`src/rtl/dbuf_defs.vh`:
```
// Purpose: offsets, field positions, reset values and encodings for the split-buffer address block
// Assumes: 32-bit APB, word-aligned registers
// Notes: definitions only
`ifndef DBUF_DEFS_VH
`define DBUF_DEFS_VH

`define OFF_CONTROL      8'h00
`define OFF_SINGLE_ADDR  8'h04
`define OFF_SHARED_DATA  8'h08
`define OFF_WRITE_ADDR   8'h0c
`define OFF_READ_ADDR    8'h10
`define OFF_READ_DATA    8'h14
`define OFF_CYCLE_CMD    8'h18
`define OFF_STATUS       8'h1c

`define CTL_SPLIT_BIT    17
`define CTL_EXT_BIT      16
`define CTL_SEL_HI       7
`define CTL_SEL_LO       6
`define CTL_MASK         32'h0003_00c0
`define ADDR_MASK        32'h00ff_ffff
`define RDATA_MASK       32'h0000_ffff
`define RESET_WORD       32'h0000_0000

`define SEL_BOTH         2'b10
`define SEL_TWO_ONLY     2'b01
`define SEL_NONE         2'b00

`define INC_NONE         2'b00
`define INC_UP           2'b01
`define INC_DOWN         2'b10

`define CYCLE_LEN        4'h3

`endif

```
`src/rtl/sel_map.v`:
```
// Purpose: split an address register into address pins and select lines
// Assumes: select field and extended flag come from the control register
// Notes: combinational only
`timescale 1ns/1ps
`include "dbuf_defs.vh"
module sel_map (
  input  wire [23:0] addr,
  input  wire [1:0]  sel_field,
  input  wire        ext_on,
  output reg  [23:0] pins,
  output reg         sel_one,
  output reg         sel_two,
  output reg  [23:0] sel_mask
);
  reg en_two;
  reg en_one;
  always @* begin
    en_two   = (sel_field == `SEL_BOTH) || (sel_field == `SEL_TWO_ONLY);
    en_one   = (sel_field == `SEL_BOTH);
    sel_mask = 24'h00_0000;
    if (ext_on) begin
      sel_mask[23] = en_two;
      sel_mask[22] = en_one;
      sel_two      = en_two & addr[23];
      sel_one      = en_one & addr[22];
    end else begin
      sel_mask[15] = en_two;
      sel_mask[14] = en_one;
      sel_two      = en_two & addr[15];
      sel_one      = en_one & addr[14];
    end
    pins = addr & ~sel_mask;
  end
endmodule // sel_map

```
`src/rtl/addr_step.v`:
```
// Purpose: next address after a cycle, select bits held
// Assumes: mask marks bits used as selects
// Notes: carry passes through held bits unchanged
`timescale 1ns/1ps
`include "dbuf_defs.vh"
module addr_step (
  input  wire [23:0] addr,
  input  wire [23:0] sel_mask,
  input  wire [1:0]  mode,
  output reg  [23:0] next_addr
);
  reg [23:0] free_bits;
  reg [23:0] stepped;
  always @* begin
    // force held bits so the carry or borrow ripples straight over them
    free_bits = addr;
    stepped   = addr;
    if (mode == `INC_UP) begin
      free_bits = addr | sel_mask;
      stepped   = free_bits + 24'h00_0001;
    end else if (mode == `INC_DOWN) begin
      free_bits = addr & ~sel_mask;
      stepped   = free_bits - 24'h00_0001;
    end
    next_addr = (stepped & ~sel_mask) | (addr & sel_mask);
  end
endmodule // addr_step

```
`src/rtl/dbuf_port.v`:
```
// Purpose: split-buffer address and read-data registers of a parallel master port
// Assumes: APB slave, zero wait, one external cycle of fixed length
// Notes: unmapped addresses read zero and raise pslverr
`timescale 1ns/1ps
`include "dbuf_defs.vh"
// Functional notes
// write bit 23: extended select two or address
// write bit 22: extended select one or address
// write bits 15/14: selects or address bits
// read bits 23/22: extended selects or address
// read bits 15/14: selects or address bits
// extended off: field steers pins 15/14
// extended on: field steers pins 23/22
// split address registers used only in split mode
// read-data register only for split-mode reads
// single mode reads land in shared data
// address bits 31-24 read zero
// split mode uses read/write address registers
// field encodes both, two only, none
// select bits excluded from address stepping
// completed read loads bus data bits 15:0
// implemented fields clear on reset
module dbuf_port (
  input  wire        pclk,
  input  wire        presetn,
  input  wire        psel,
  input  wire        penable,
  input  wire        pwrite,
  input  wire [7:0]  paddr,
  input  wire [31:0] pwdata,
  output reg  [31:0] prdata,
  output reg         pready,
  output reg         pslverr,
  output reg  [23:0] addr_pins,
  output reg         select_line_one,
  output reg         select_line_two,
  output reg         rd_strobe,
  output reg         wr_strobe,
  output reg  [15:0] data_out,
  output reg         data_oe,
  input  wire [15:0] data_in
);
  localparam [1:0] ST_IDLE = 2'b00;
  localparam [1:0] ST_RUN  = 2'b01;
  localparam [1:0] ST_DONE = 2'b10;

  reg  [31:0] port_control_reg_q;
  reg  [23:0] single_buffer_address_reg_q;
  reg  [31:0] shared_data_in_reg_q;
  reg  [23:0] write_target_address_q;
  reg  [23:0] read_target_address_q;
  reg  [15:0] read_input_data_q;
  reg  [1:0]  step_mode_q;
  reg  [1:0]  state_q;
  reg  [3:0]  count_q;
  reg         is_read_q;
  // read mux and error flag of the apb decode
  reg         mapped;
  reg  [31:0] read_word;
  wire [15:0] bus_data;

  wire        split_on  = port_control_reg_q[`CTL_SPLIT_BIT];
  wire        ext_on    = port_control_reg_q[`CTL_EXT_BIT];
  wire [1:0]  sel_field = port_control_reg_q[`CTL_SEL_HI:`CTL_SEL_LO];
  wire        access    = psel & penable;
  wire        wr_acc    = access & pwrite;
  wire        busy      = (state_q != ST_IDLE);
  wire        start     = wr_acc && (paddr == `OFF_CYCLE_CMD) && !busy;
  // cycle phases, named once for the pins and the registers
  wire        setup     = psel & ~penable;
  wire        in_cycle  = (state_q == ST_RUN);
  wire        cycle_end = (state_q == ST_DONE);
  wire        end_read  = cycle_end & is_read_q;
  wire        end_write = cycle_end & ~is_read_q;

  // one strobe per register keeps each register in a process of its own
  wire        we_control = wr_acc && (paddr == `OFF_CONTROL);
  wire        we_single  = wr_acc && (paddr == `OFF_SINGLE_ADDR);
  wire        we_shared  = wr_acc && (paddr == `OFF_SHARED_DATA);
  wire        we_waddr   = wr_acc && (paddr == `OFF_WRITE_ADDR);
  wire        we_raddr   = wr_acc && (paddr == `OFF_READ_ADDR);
  wire        we_rdata   = wr_acc && (paddr == `OFF_READ_DATA);

  reg  [23:0] cur_addr;
  wire [23:0] map_pins;
  wire        map_one;
  wire        map_two;
  wire [23:0] map_mask;
  wire [23:0] stepped;

  // the single-buffer address is ignored while split mode is on
  always @* begin
    if (split_on) begin
      cur_addr = is_read_q ? read_target_address_q : write_target_address_q;
    end else begin
      cur_addr = single_buffer_address_reg_q;
    end
  end

  // the map sees the active register, so pins track a register write one clock after it lands
  sel_map u_map (
    .addr      (cur_addr),
    .sel_field (sel_field),
    .ext_on    (ext_on),
    .pins      (map_pins),
    .sel_one   (map_one),
    .sel_two   (map_two),
    .sel_mask  (map_mask)
  );

  // stepping uses the pin mask, so held select bits never drift
  addr_step u_step (
    .addr      (cur_addr),
    .sel_mask  (map_mask),
    .mode      (step_mode_q),
    .next_addr (stepped)
  );

  // three-stage capture per data pin; a bit is taken once stages two and three agree,
  // so one slow pin cannot hold back the others
  genvar gi;
  generate
    for (gi = 0; gi < 16; gi = gi + 1) begin : g_pin_sync
      reg stage1_q;
      reg stage2_q;
      reg stage3_q;
      reg held_q;
      always @(posedge pclk or negedge presetn) begin
        if (!presetn) begin
          stage1_q <= 1'b0;
          stage2_q <= 1'b0;
          stage3_q <= 1'b0;
          held_q   <= 1'b0;
        end else begin
          stage1_q <= data_in[gi];
          stage2_q <= stage1_q;
          stage3_q <= stage2_q;
          if (stage2_q == stage3_q) begin
            held_q <= stage3_q;
          end
        end
      end
      assign bus_data[gi] = held_q;
    end
  endgenerate

  // external cycle sequencer
  always @(posedge pclk or negedge presetn) begin
    if (!presetn) begin
      state_q   <= ST_IDLE;
      count_q   <= 4'h0;
      is_read_q <= 1'b0;
    end else begin
      case (state_q)
        // a command that arrives while busy is dropped, never queued
        ST_IDLE: begin
          if (start) begin
            state_q   <= ST_RUN;
            count_q   <= `CYCLE_LEN;
            is_read_q <= pwdata[0];
          end
        end
        // count runs from the cycle length down to one, then one cycle to finish
        ST_RUN: begin
          if (count_q == 4'h1) begin
            state_q <= ST_DONE;
          end
          count_q <= count_q - 4'h1;
        end
        ST_DONE: begin
          state_q <= ST_IDLE;
        end
        default: begin
          state_q <= ST_IDLE;
        end
      endcase
    end
  end

  // address and data pins follow the active register at all times
  always @(posedge pclk or negedge presetn) begin
    if (!presetn) begin
      addr_pins <= 24'h00_0000;
      data_out  <= 16'h0000;
    end else begin
      addr_pins <= map_pins;
      data_out  <= shared_data_in_reg_q[15:0];
    end
  end

  // selects and strobes share one timing, so a select never shows without a strobe
  always @(posedge pclk or negedge presetn) begin
    if (!presetn) begin
      select_line_one <= 1'b0;
      select_line_two <= 1'b0;
      rd_strobe       <= 1'b0;
      wr_strobe       <= 1'b0;
      data_oe         <= 1'b0;
    end else begin
      select_line_one <= in_cycle & map_one;
      select_line_two <= in_cycle & map_two;
      rd_strobe       <= in_cycle & is_read_q;
      wr_strobe       <= in_cycle & ~is_read_q;
      data_oe         <= in_cycle & ~is_read_q;
    end
  end

  // control word and step mode; undefined control bits are dropped on write
  always @(posedge pclk or negedge presetn) begin
    if (!presetn) begin
      port_control_reg_q <= `RESET_WORD;
      step_mode_q        <= `INC_NONE;
    end else if (we_control) begin
      port_control_reg_q <= pwdata & `CTL_MASK;
      step_mode_q        <= pwdata[12:11];
    end
  end

  // in each register below a cycle completion wins over a software write in the same cycle
  always @(posedge pclk or negedge presetn) begin
    if (!presetn) begin
      single_buffer_address_reg_q <= 24'h00_0000;
    end else if (cycle_end && !split_on) begin
      single_buffer_address_reg_q <= stepped;
    end else if (we_single) begin
      single_buffer_address_reg_q <= pwdata[23:0];
    end
  end

  // single mode reads land here, zero-extended
  always @(posedge pclk or negedge presetn) begin
    if (!presetn) begin
      shared_data_in_reg_q <= `RESET_WORD;
    end else if (end_read && !split_on) begin
      shared_data_in_reg_q <= {16'h0000, bus_data};
    end else if (we_shared) begin
      shared_data_in_reg_q <= pwdata;
    end
  end

  always @(posedge pclk or negedge presetn) begin
    if (!presetn) begin
      write_target_address_q <= 24'h00_0000;
    end else if (end_write && split_on) begin
      write_target_address_q <= stepped;
    end else if (we_waddr) begin
      write_target_address_q <= pwdata[23:0];
    end
  end

  always @(posedge pclk or negedge presetn) begin
    if (!presetn) begin
      read_target_address_q <= 24'h00_0000;
    end else if (end_read && split_on) begin
      read_target_address_q <= stepped;
    end else if (we_raddr) begin
      read_target_address_q <= pwdata[23:0];
    end
  end

  // read data fills only from split-mode reads; upper half is unimplemented
  always @(posedge pclk or negedge presetn) begin
    if (!presetn) begin
      read_input_data_q <= 16'h0000;
    end else if (end_read && split_on) begin
      read_input_data_q <= bus_data;
    end else if (we_rdata) begin
      read_input_data_q <= pwdata[15:0];
    end
  end

  // one decode feeds both the read mux and the error flag
  always @* begin
    mapped    = 1'b1;
    read_word = 32'h0000_0000;
    case (paddr)
      `OFF_CONTROL:     read_word = port_control_reg_q | {19'h0, step_mode_q, 11'h0};
      `OFF_SINGLE_ADDR: read_word = {8'h00, single_buffer_address_reg_q};
      `OFF_SHARED_DATA: read_word = shared_data_in_reg_q;
      `OFF_WRITE_ADDR:  read_word = {8'h00, write_target_address_q};
      `OFF_READ_ADDR:   read_word = {8'h00, read_target_address_q};
      `OFF_READ_DATA:   read_word = {16'h0000, read_input_data_q};
      `OFF_CYCLE_CMD:   read_word = 32'h0000_0000;
      `OFF_STATUS:      read_word = {31'h0, busy};
      default: begin
        mapped = 1'b0;
      end
    endcase
  end

  // apb answer, zero wait: decided in the setup cycle, shown for the one access cycle
  always @(posedge pclk or negedge presetn) begin
    if (!presetn) begin
      prdata  <= 32'h0000_0000;
      pready  <= 1'b0;
      pslverr <= 1'b0;
    end else begin
      pready  <= setup;
      pslverr <= setup & ~mapped;
      prdata  <= (setup & ~pwrite) ? read_word : 32'h0000_0000;
    end
  end
endmodule // dbuf_port

```
`config.mk`:
```
export PLATFORM = sky130hd
export DESIGN_NAME = dbuf_port
export DESIGN_NICKNAME = d
export VERILOG_FILES = /design/src/rtl/sel_map.v /design/src/rtl/addr_step.v /design/src/rtl/dbuf_port.v
export VERILOG_INCLUDE_DIRS = /design/src /design/src/rtl
export SDC_FILE = /design/constraint.sdc
export NUM_CORES = 1
export LEC_CHECK = 0
export BUFFER_PORTS_ARGS = -buffer_cell sky130_fd_sc_hd__buf_2
export CAP_MARGIN = 5
export CORE_ASPECT_RATIO = 1.5
export CORE_MARGIN = 2
export CORE_UTILIZATION = 58
export DETAILED_ROUTE_END_ITERATION = 12
export GPL_ROUTABILITY_DRIVEN = 0
export PLACE_DENSITY_LB_ADDON = 0.3
export SYNTH_ARGS = -nofsm -noshare
export SYNTH_HDL_FRONTEND = slang
export SYNTH_HIERARCHICAL = 1
export SYNTH_SLANG_ARGS = --single-unit
```
`constraint.sdc`:
```
create_clock -name pclk -period 8.5 [get_ports pclk]
set_clock_uncertainty 0.1 [all_clocks]
set_input_delay 0.425 -clock pclk [delete_from_list [all_inputs] [get_ports pclk]]
set_output_delay 0.425 -clock pclk [all_outputs]
set_load 0.01 [all_outputs]
```
# Word-level counts from Yosys, hierarchy flattened
# Index checks and enable logic that the tools add are counted.
# op_classes
add_sub_neg,3
eq_ne,32
muxes,26
n_bitwise,26
reduce_logical,28
# ops
cell,n
24-bit 2-to-1 mux,10
32-bit case mux with 7 select lines,1
32-bit 2-to-1 mux,3
24-bit AND,3
24-bit bitwise OR,2
"8-bit by 5-bit equality test with 1-bit output, second input constant",4
16-bit 2-to-1 mux,2
"24-bit by 1-bit adder with 24-bit output, second input constant",1
24-bit NOT,1
"24-bit by 1-bit subtractor with 24-bit output, second input constant",1
18-bit by 13-bit bitwise OR with 18-bit output,1
1-bit equality test,16
"8-bit by 4-bit equality test with 1-bit output, second input constant",2
1-bit AND,15
2-bit nonzero test,7
1-bit logical AND,12
"8-bit by 3-bit equality test with 1-bit output, second input constant",1
8-bit zero test,1
2-bit 2-to-1 mux,4
4-bit case mux with 2 select lines,1
8-bit OR reduction,1
"2-bit by 1-bit equality test with 1-bit output, second input constant",3
"2-bit equality test, second input constant",3
2-bit AND reduction,3
other kinds (11),17
# word_totals
ff_bits,275
in_bits,61
out_inout_bits,79

# Depth between registers and ports, before layout
# logic_depth
word_depth,11
ltp_mapped,13
mapped_depth_nobuf,11

# Cells and area by module
# Netlist, hierarchy kept.
# by_module_without_submodules
mod,n_inst,cells_per_inst,area_per_inst_um2,seq_area_each_um2
dbuf_port,1,1107,11374.7,6881.6
addr_step,1,174,1151.1,0.0
sel_map,1,55,399.1,0.0

# Worst setup path before layout
# Ideal clock, no wire load.
# synth_path
path_kind,register -> register
from,register is_read_q
to,register single_buffer_address_reg_q[16]
setup_time_ps,82
t_arrival_ps,3336
path_slack_ps,4982
stages_incl_launch_ff,14
period_less_slack_ps,3518
cell_sequence,dfrtp_1 > buf_2 > buf_1 > mux2i_1 > a21oi_1 > o22ai_1 > or4_4 > buf_6 > nor4_4 > o21ai_2 > a221oi_2 > xor2_1 > nor2_1 > a31oi_1
# synth_via
elab_chain_len,9
word_cells_on_any_way,12
# synth_rtl
element,line_no,text
from (decl),dbuf_port.v:56,reg is_read_q;
from (signal assigned),dbuf_port.v:160,is_read_q <= pwdata[0];
24-bit 2-to-1 mux (*),dbuf_port.v:94,cur_addr = is_read_q ? read_target_address_q : write_target_address_q;
24-bit 2-to-1 mux (*),dbuf_port.v:93,if (split_on) begin
named net cur_addr[8],dbuf_port.v:84,reg [23:0] cur_addr;
24-bit AND,addr_step.v:22,free_bits = addr & ~sel_mask;
24-bit by 1-bit subtractor with 24-bit output,addr_step.v:23,stepped = free_bits - 24'h00_0001;
24-bit 2-to-1 mux,addr_step.v:21,end else if (mode == `INC_DOWN) begin
24-bit 2-to-1 mux (*),addr_step.v:18,if (mode == `INC_UP) begin
24-bit AND (*),addr_step.v:25,next_addr = (stepped & ~sel_mask) | (addr & sel_mask);
24-bit bitwise OR (*),addr_step.v:25,
named net stepped[16],dbuf_port.v:89,wire [23:0] stepped;
24-bit 2-to-1 mux (*),dbuf_port.v:223,end else if (cycle_end && !split_on) begin
to (signal assigned),dbuf_port.v:224,single_buffer_address_reg_q <= stepped;
to (signal assigned),dbuf_port.v:226,single_buffer_address_reg_q <= pwdata[23:0];
to (decl),dbuf_port.v:48,reg [23:0] single_buffer_address_reg_q;
# Mark *: on every way through the listed nets, which the timed path passes. The rest lies on a longest branch.
# A chain may end at the register's enable or synchronous reset.

# Worst setup path after layout
# layout_path
from,register is_read_q
to,register write_target_address_q[17]
# layout_via
elab_chain_len,9
word_cells_on_any_way,16
# layout_rtl
element,line_no,text
24-bit 2-to-1 mux (*),dbuf_port.v:94,
24-bit 2-to-1 mux (*),dbuf_port.v:93,
named net cur_addr[6],dbuf_port.v:84,
24-bit AND,addr_step.v:22,
24-bit by 1-bit subtractor with 24-bit output,addr_step.v:23,
24-bit 2-to-1 mux,addr_step.v:21,
24-bit 2-to-1 mux (*),addr_step.v:18,
24-bit AND (*),addr_step.v:25,
24-bit bitwise OR (*),addr_step.v:25,
named net stepped[17],dbuf_port.v:89,
24-bit 2-to-1 mux (*),dbuf_port.v:244,end else if (end_write && split_on) begin
to (signal assigned),dbuf_port.v:245,write_target_address_q <= stepped;
to (signal assigned),dbuf_port.v:247,write_target_address_q <= pwdata[23:0];
to (decl),dbuf_port.v:50,reg [23:0] write_target_address_q;
# Marked as above.

==> flow_summary.json <==
{
  "outcome": "finished, final reports clean",
  "cts.sink_count": 275,
  "power.share.switching": 0.295,
  "critical-path-top-delay-family": "compound AO/OA/AOI/OAI gates",
  "leakage_power_nw": 6.59,
  "power_per_cell_area_nw_per_um2": 234,
  "post_synth_instance_area_um2": 12900,
  "remaining_drc_errors": 0,
  "totalNegativeSetupSlack_ps": 0,
  "critical_path.max_stage_delay_ps": 910,
  "final_layout_size_suffix_gt1_frac": 0.169,
  "ir_worst_vdd_mv": 0.181,
  "p_int_mw": 2.41,
  "most-common-layout-cells": "dfrtp_1 (275), nand2_1 (236), nor2_1 (169), buf_2 (138), a31oi_1 (88)",
  "post-cts-setup-buffers": 0,
  "layout.cells.non_filler": 1727,
  "seq_area_frac_synth": 0.532,
  "synth_enable_flop_cells": 0,
  "total_power_mw": 3.42,
  "fillCellCount": 1728,
  "initial_core_util": 0.593,
  "numCtsBuffers": 26,
  "insertedDiodeCount": 0,
  "routed_vias": 10600,
  "design.die.area_um2": 23500,
  "boundaryPins": 140,
  "cp_data_required_time_ps": 8840,
  "final-hold-violation-count": 0,
  "regToRegStartpoint": "is_read_q",
  "worst-path-buf-inv": 1,
  "hold_class": "input pin to flip-flop",
  "synth-main-ff-cell": "dfrtp_1",
  "total_switching_power_mw": 1.01,
  "hold_path.startpoint": "pwdata[28]",
  "drt_first_pass_iters": 6,
  "worstReg2RegEnd": "write_target_address_q[17]",
  "area_delta_synth_final_pct": 13.1,
  "drt-wirelength-per-cell_um": 20.7,
  "synthesis.yosys.warnings": 6,
  "timing_worst_setup_path_type": "flip-flop to flip-flop",
  "combPwrFrac": 0.187,
  "timing.final.max_slew_violations": 0,
  "critPathLaunch": "is_read_q",
  "dp.cells": 1663,
  "power.share.clock": 0.361,
  "die_width_um": 126,
  "timing.max_slew.rel_slack": 0.123,
  "path_max_fanout": 15,
  "finalInstanceArea_um2": 14600,
  "vias_in_the_first_global_route": 10700,
  "grtUsageTotal": 0.304,
  "row_count": 66,
  "most_common_cell_after_layout_fill_and_taps_aside": "dfrtp_1",
  "cts_resized": 0,
  "cp-end-kind": "flip-flop",
  "route.antenna.remaining_nets": 0,
  "worst_setup_path_endpoint": "write_target_address_q[17]",
  "critPathSlowestCell": "dfrtp_1",
  "htree_levels": 1,
  "grt_overflow": 0,
  "root_buffer_cell": "clkbuf_16",
  "routed_wirelength_um": 35800,
  "grt_setup_unrepaired": "false",
  "critical_path.startpoint_type": "flip-flop",
  "core_area_um2": 21800,
  "max_slew.worst_pin.slew_ps": 1320,
  "design.final.nets": 1502,
  "synth_cells": 1336,
  "cts_hold_buf": 17,
  "placed_area_um2": 13500,
  "synth_area_per_cell_um2": 9.67,
  "post_synth_main_area_contributors": "dfrtp_1 (53%), nand2_1 (6.9%), nor2_1 (4.9%), a31oi_1 (4.3%), mux2i_1 (3.5%)",
  "clk_path_buf_depth": 3,
  "report.final.setup_viol": 0,
  "vias_per_cell": 6.16,
  "min_period_over_period": 0.517,
  "synth-seq-cells": 275,
  "yosysTopAreaCellShare": 0.532,
  "wire_length_of_the_first_global_routing_pass_um": 57000,
  "worst_skew_pair.late_latency_ps": 530,
  "die_height_um": 187,
  "arrival_ps": 4740,
  "count_of_buffers_inserted_at_the_top_level_ports": 139,
  "async_flop_share": 1.00,
  "min_period_ps": 4400,
  "netlist.top_cell.by_area": "dfrtp_1",
  "max_freq_ghz": 0.227,
  "hpwlAfterDp_um": 24100,
  "synth.lib_cells_used.distinct": 68,
  "path_clk_slew_ps": 60,
  "tritoncts": "done",
  "critical_path.cell_chain": "buf_4, mux2i_1, a21oi_1, o22ai_2, or4_4, nor4_2, a32oi_1, o31ai_1, nor2_1, a31oi_1",
  "reg2reg_slack_ps": 4100,
  "sequential_fraction_of_design_power": 0.452,
  "number_of_max_capacitance_violations_reported": 0,
  "grt_antenna_before_repair": 1,
  "dr.first_iter.drc_count": 1155,
  "worst-path-stages": 10,
  "largest_net_degree_at_the_start_of_global_routing": 131,
  "worst_r2r_path_depth": 10
}
## cell families after synthesis
kind of cell / synth area share
mux: 0.0540
xor+xnor: 0.0163
fa+ha+maj: 0.0172
buf+inv: 0.0551
other cells: 0.000290
simple gates: 0.184
flops: 0.532
compound gates: 0.141
## worst min-delay path by stage
stage | to | cells past startpoint
6_report | shared_data_in_reg_q[28] | 3
3_3_place_gp | g_pin_sync[14].stage2_q | 0
4_1_cts | shared_data_in_reg_q[28] | 3
3_5_place_dp | g_pin_sync[14].stage2_q | 0
2_1_floorplan | addr_pins[0] | 0
5_1_grt | shared_data_in_reg_q[25] | 3
## registers in the layout (all words and copies together) (netlist names), 24 cells and up
name / count
addr_pins: 24
prdata: 32
read_target_address_q: 24
shared_data_in_reg_q: 32
single_buffer_address_reg_q: 24
write_target_address_q: 24
## cell usage after synthesis, types with 17 or more instances
cell type  number
buf_4          41
mux2_2         18
mux2i_1        45
and2_1         23
a31oi_1        88
o21ai_0        35
nor2_1        169
clkbuf_1       53
inv_1          17
dfrtp_1       275
nand2_1       236
a21oi_1        69
a22oi_1        39
## layout make-up
class,count,area [µm²],area share
Clock buffer,35,776,0.0531
Clock inverter,12,151,0.0104
Inverter,17,63.8,0.00436
Multi-Input combinational cell,944,5410,0.370
Sequential cell,275,6880,0.471
Tap cell,272,340,0.0233
Timing Repair Buffer,172,996,0.0681
## per-stage QoR
stage | worst slack [ps] | hold slack, ps | utilization
after floorplan | 4980 | 29.4 | -
after global placement | 4410 | 232 | 0.620
after detailed placement | 4310 | 236 | 0.620
after CTS | 4190 | 17.8 | 0.671
after global routing | 3940 | 30.6 | 0.671
final | 4100 | 25.4 | 0.671
## layer usage
| layer | part of all wire | up-vias | GRT usage |
|---|---|---|---|
| met5 | 0.00031 | - | 0 |
| met3 | 0.074 | 163 | 0.0481 |
| met4 | 0.056 | 2 | 0.158 |
| li1 | - | 4789 | - |
| met1 | 0.37 | 5144 | 0.372 |
| met2 | 0.50 | 532 | 0.519 |
## worst register-to-register path, cell delays in order, from the launching register on
cell	delay, ps
dfrtp_1	910
buf_4	420
mux2i_1	120
a21oi_1	590
o22ai_2	140
or4_4	570
nor4_2	520
a32oi_1	220
o31ai_1	460
nor2_1	90
a31oi_1	170
## power groups by stage
stage / clock network [mW] / registers [mW] / logic [mW]
floorplan: 0 / 1.56 / 0.431
global placement: 0 / 1.57 / 0.606
detailed placement: 0 / 1.57 / 0.622
CTS: 1.25 / 1.55 / 0.631
global route: 1.30 / 1.56 / 0.698
finish: 1.24 / 1.55 / 0.639
(Power assumes the default switching activity.)
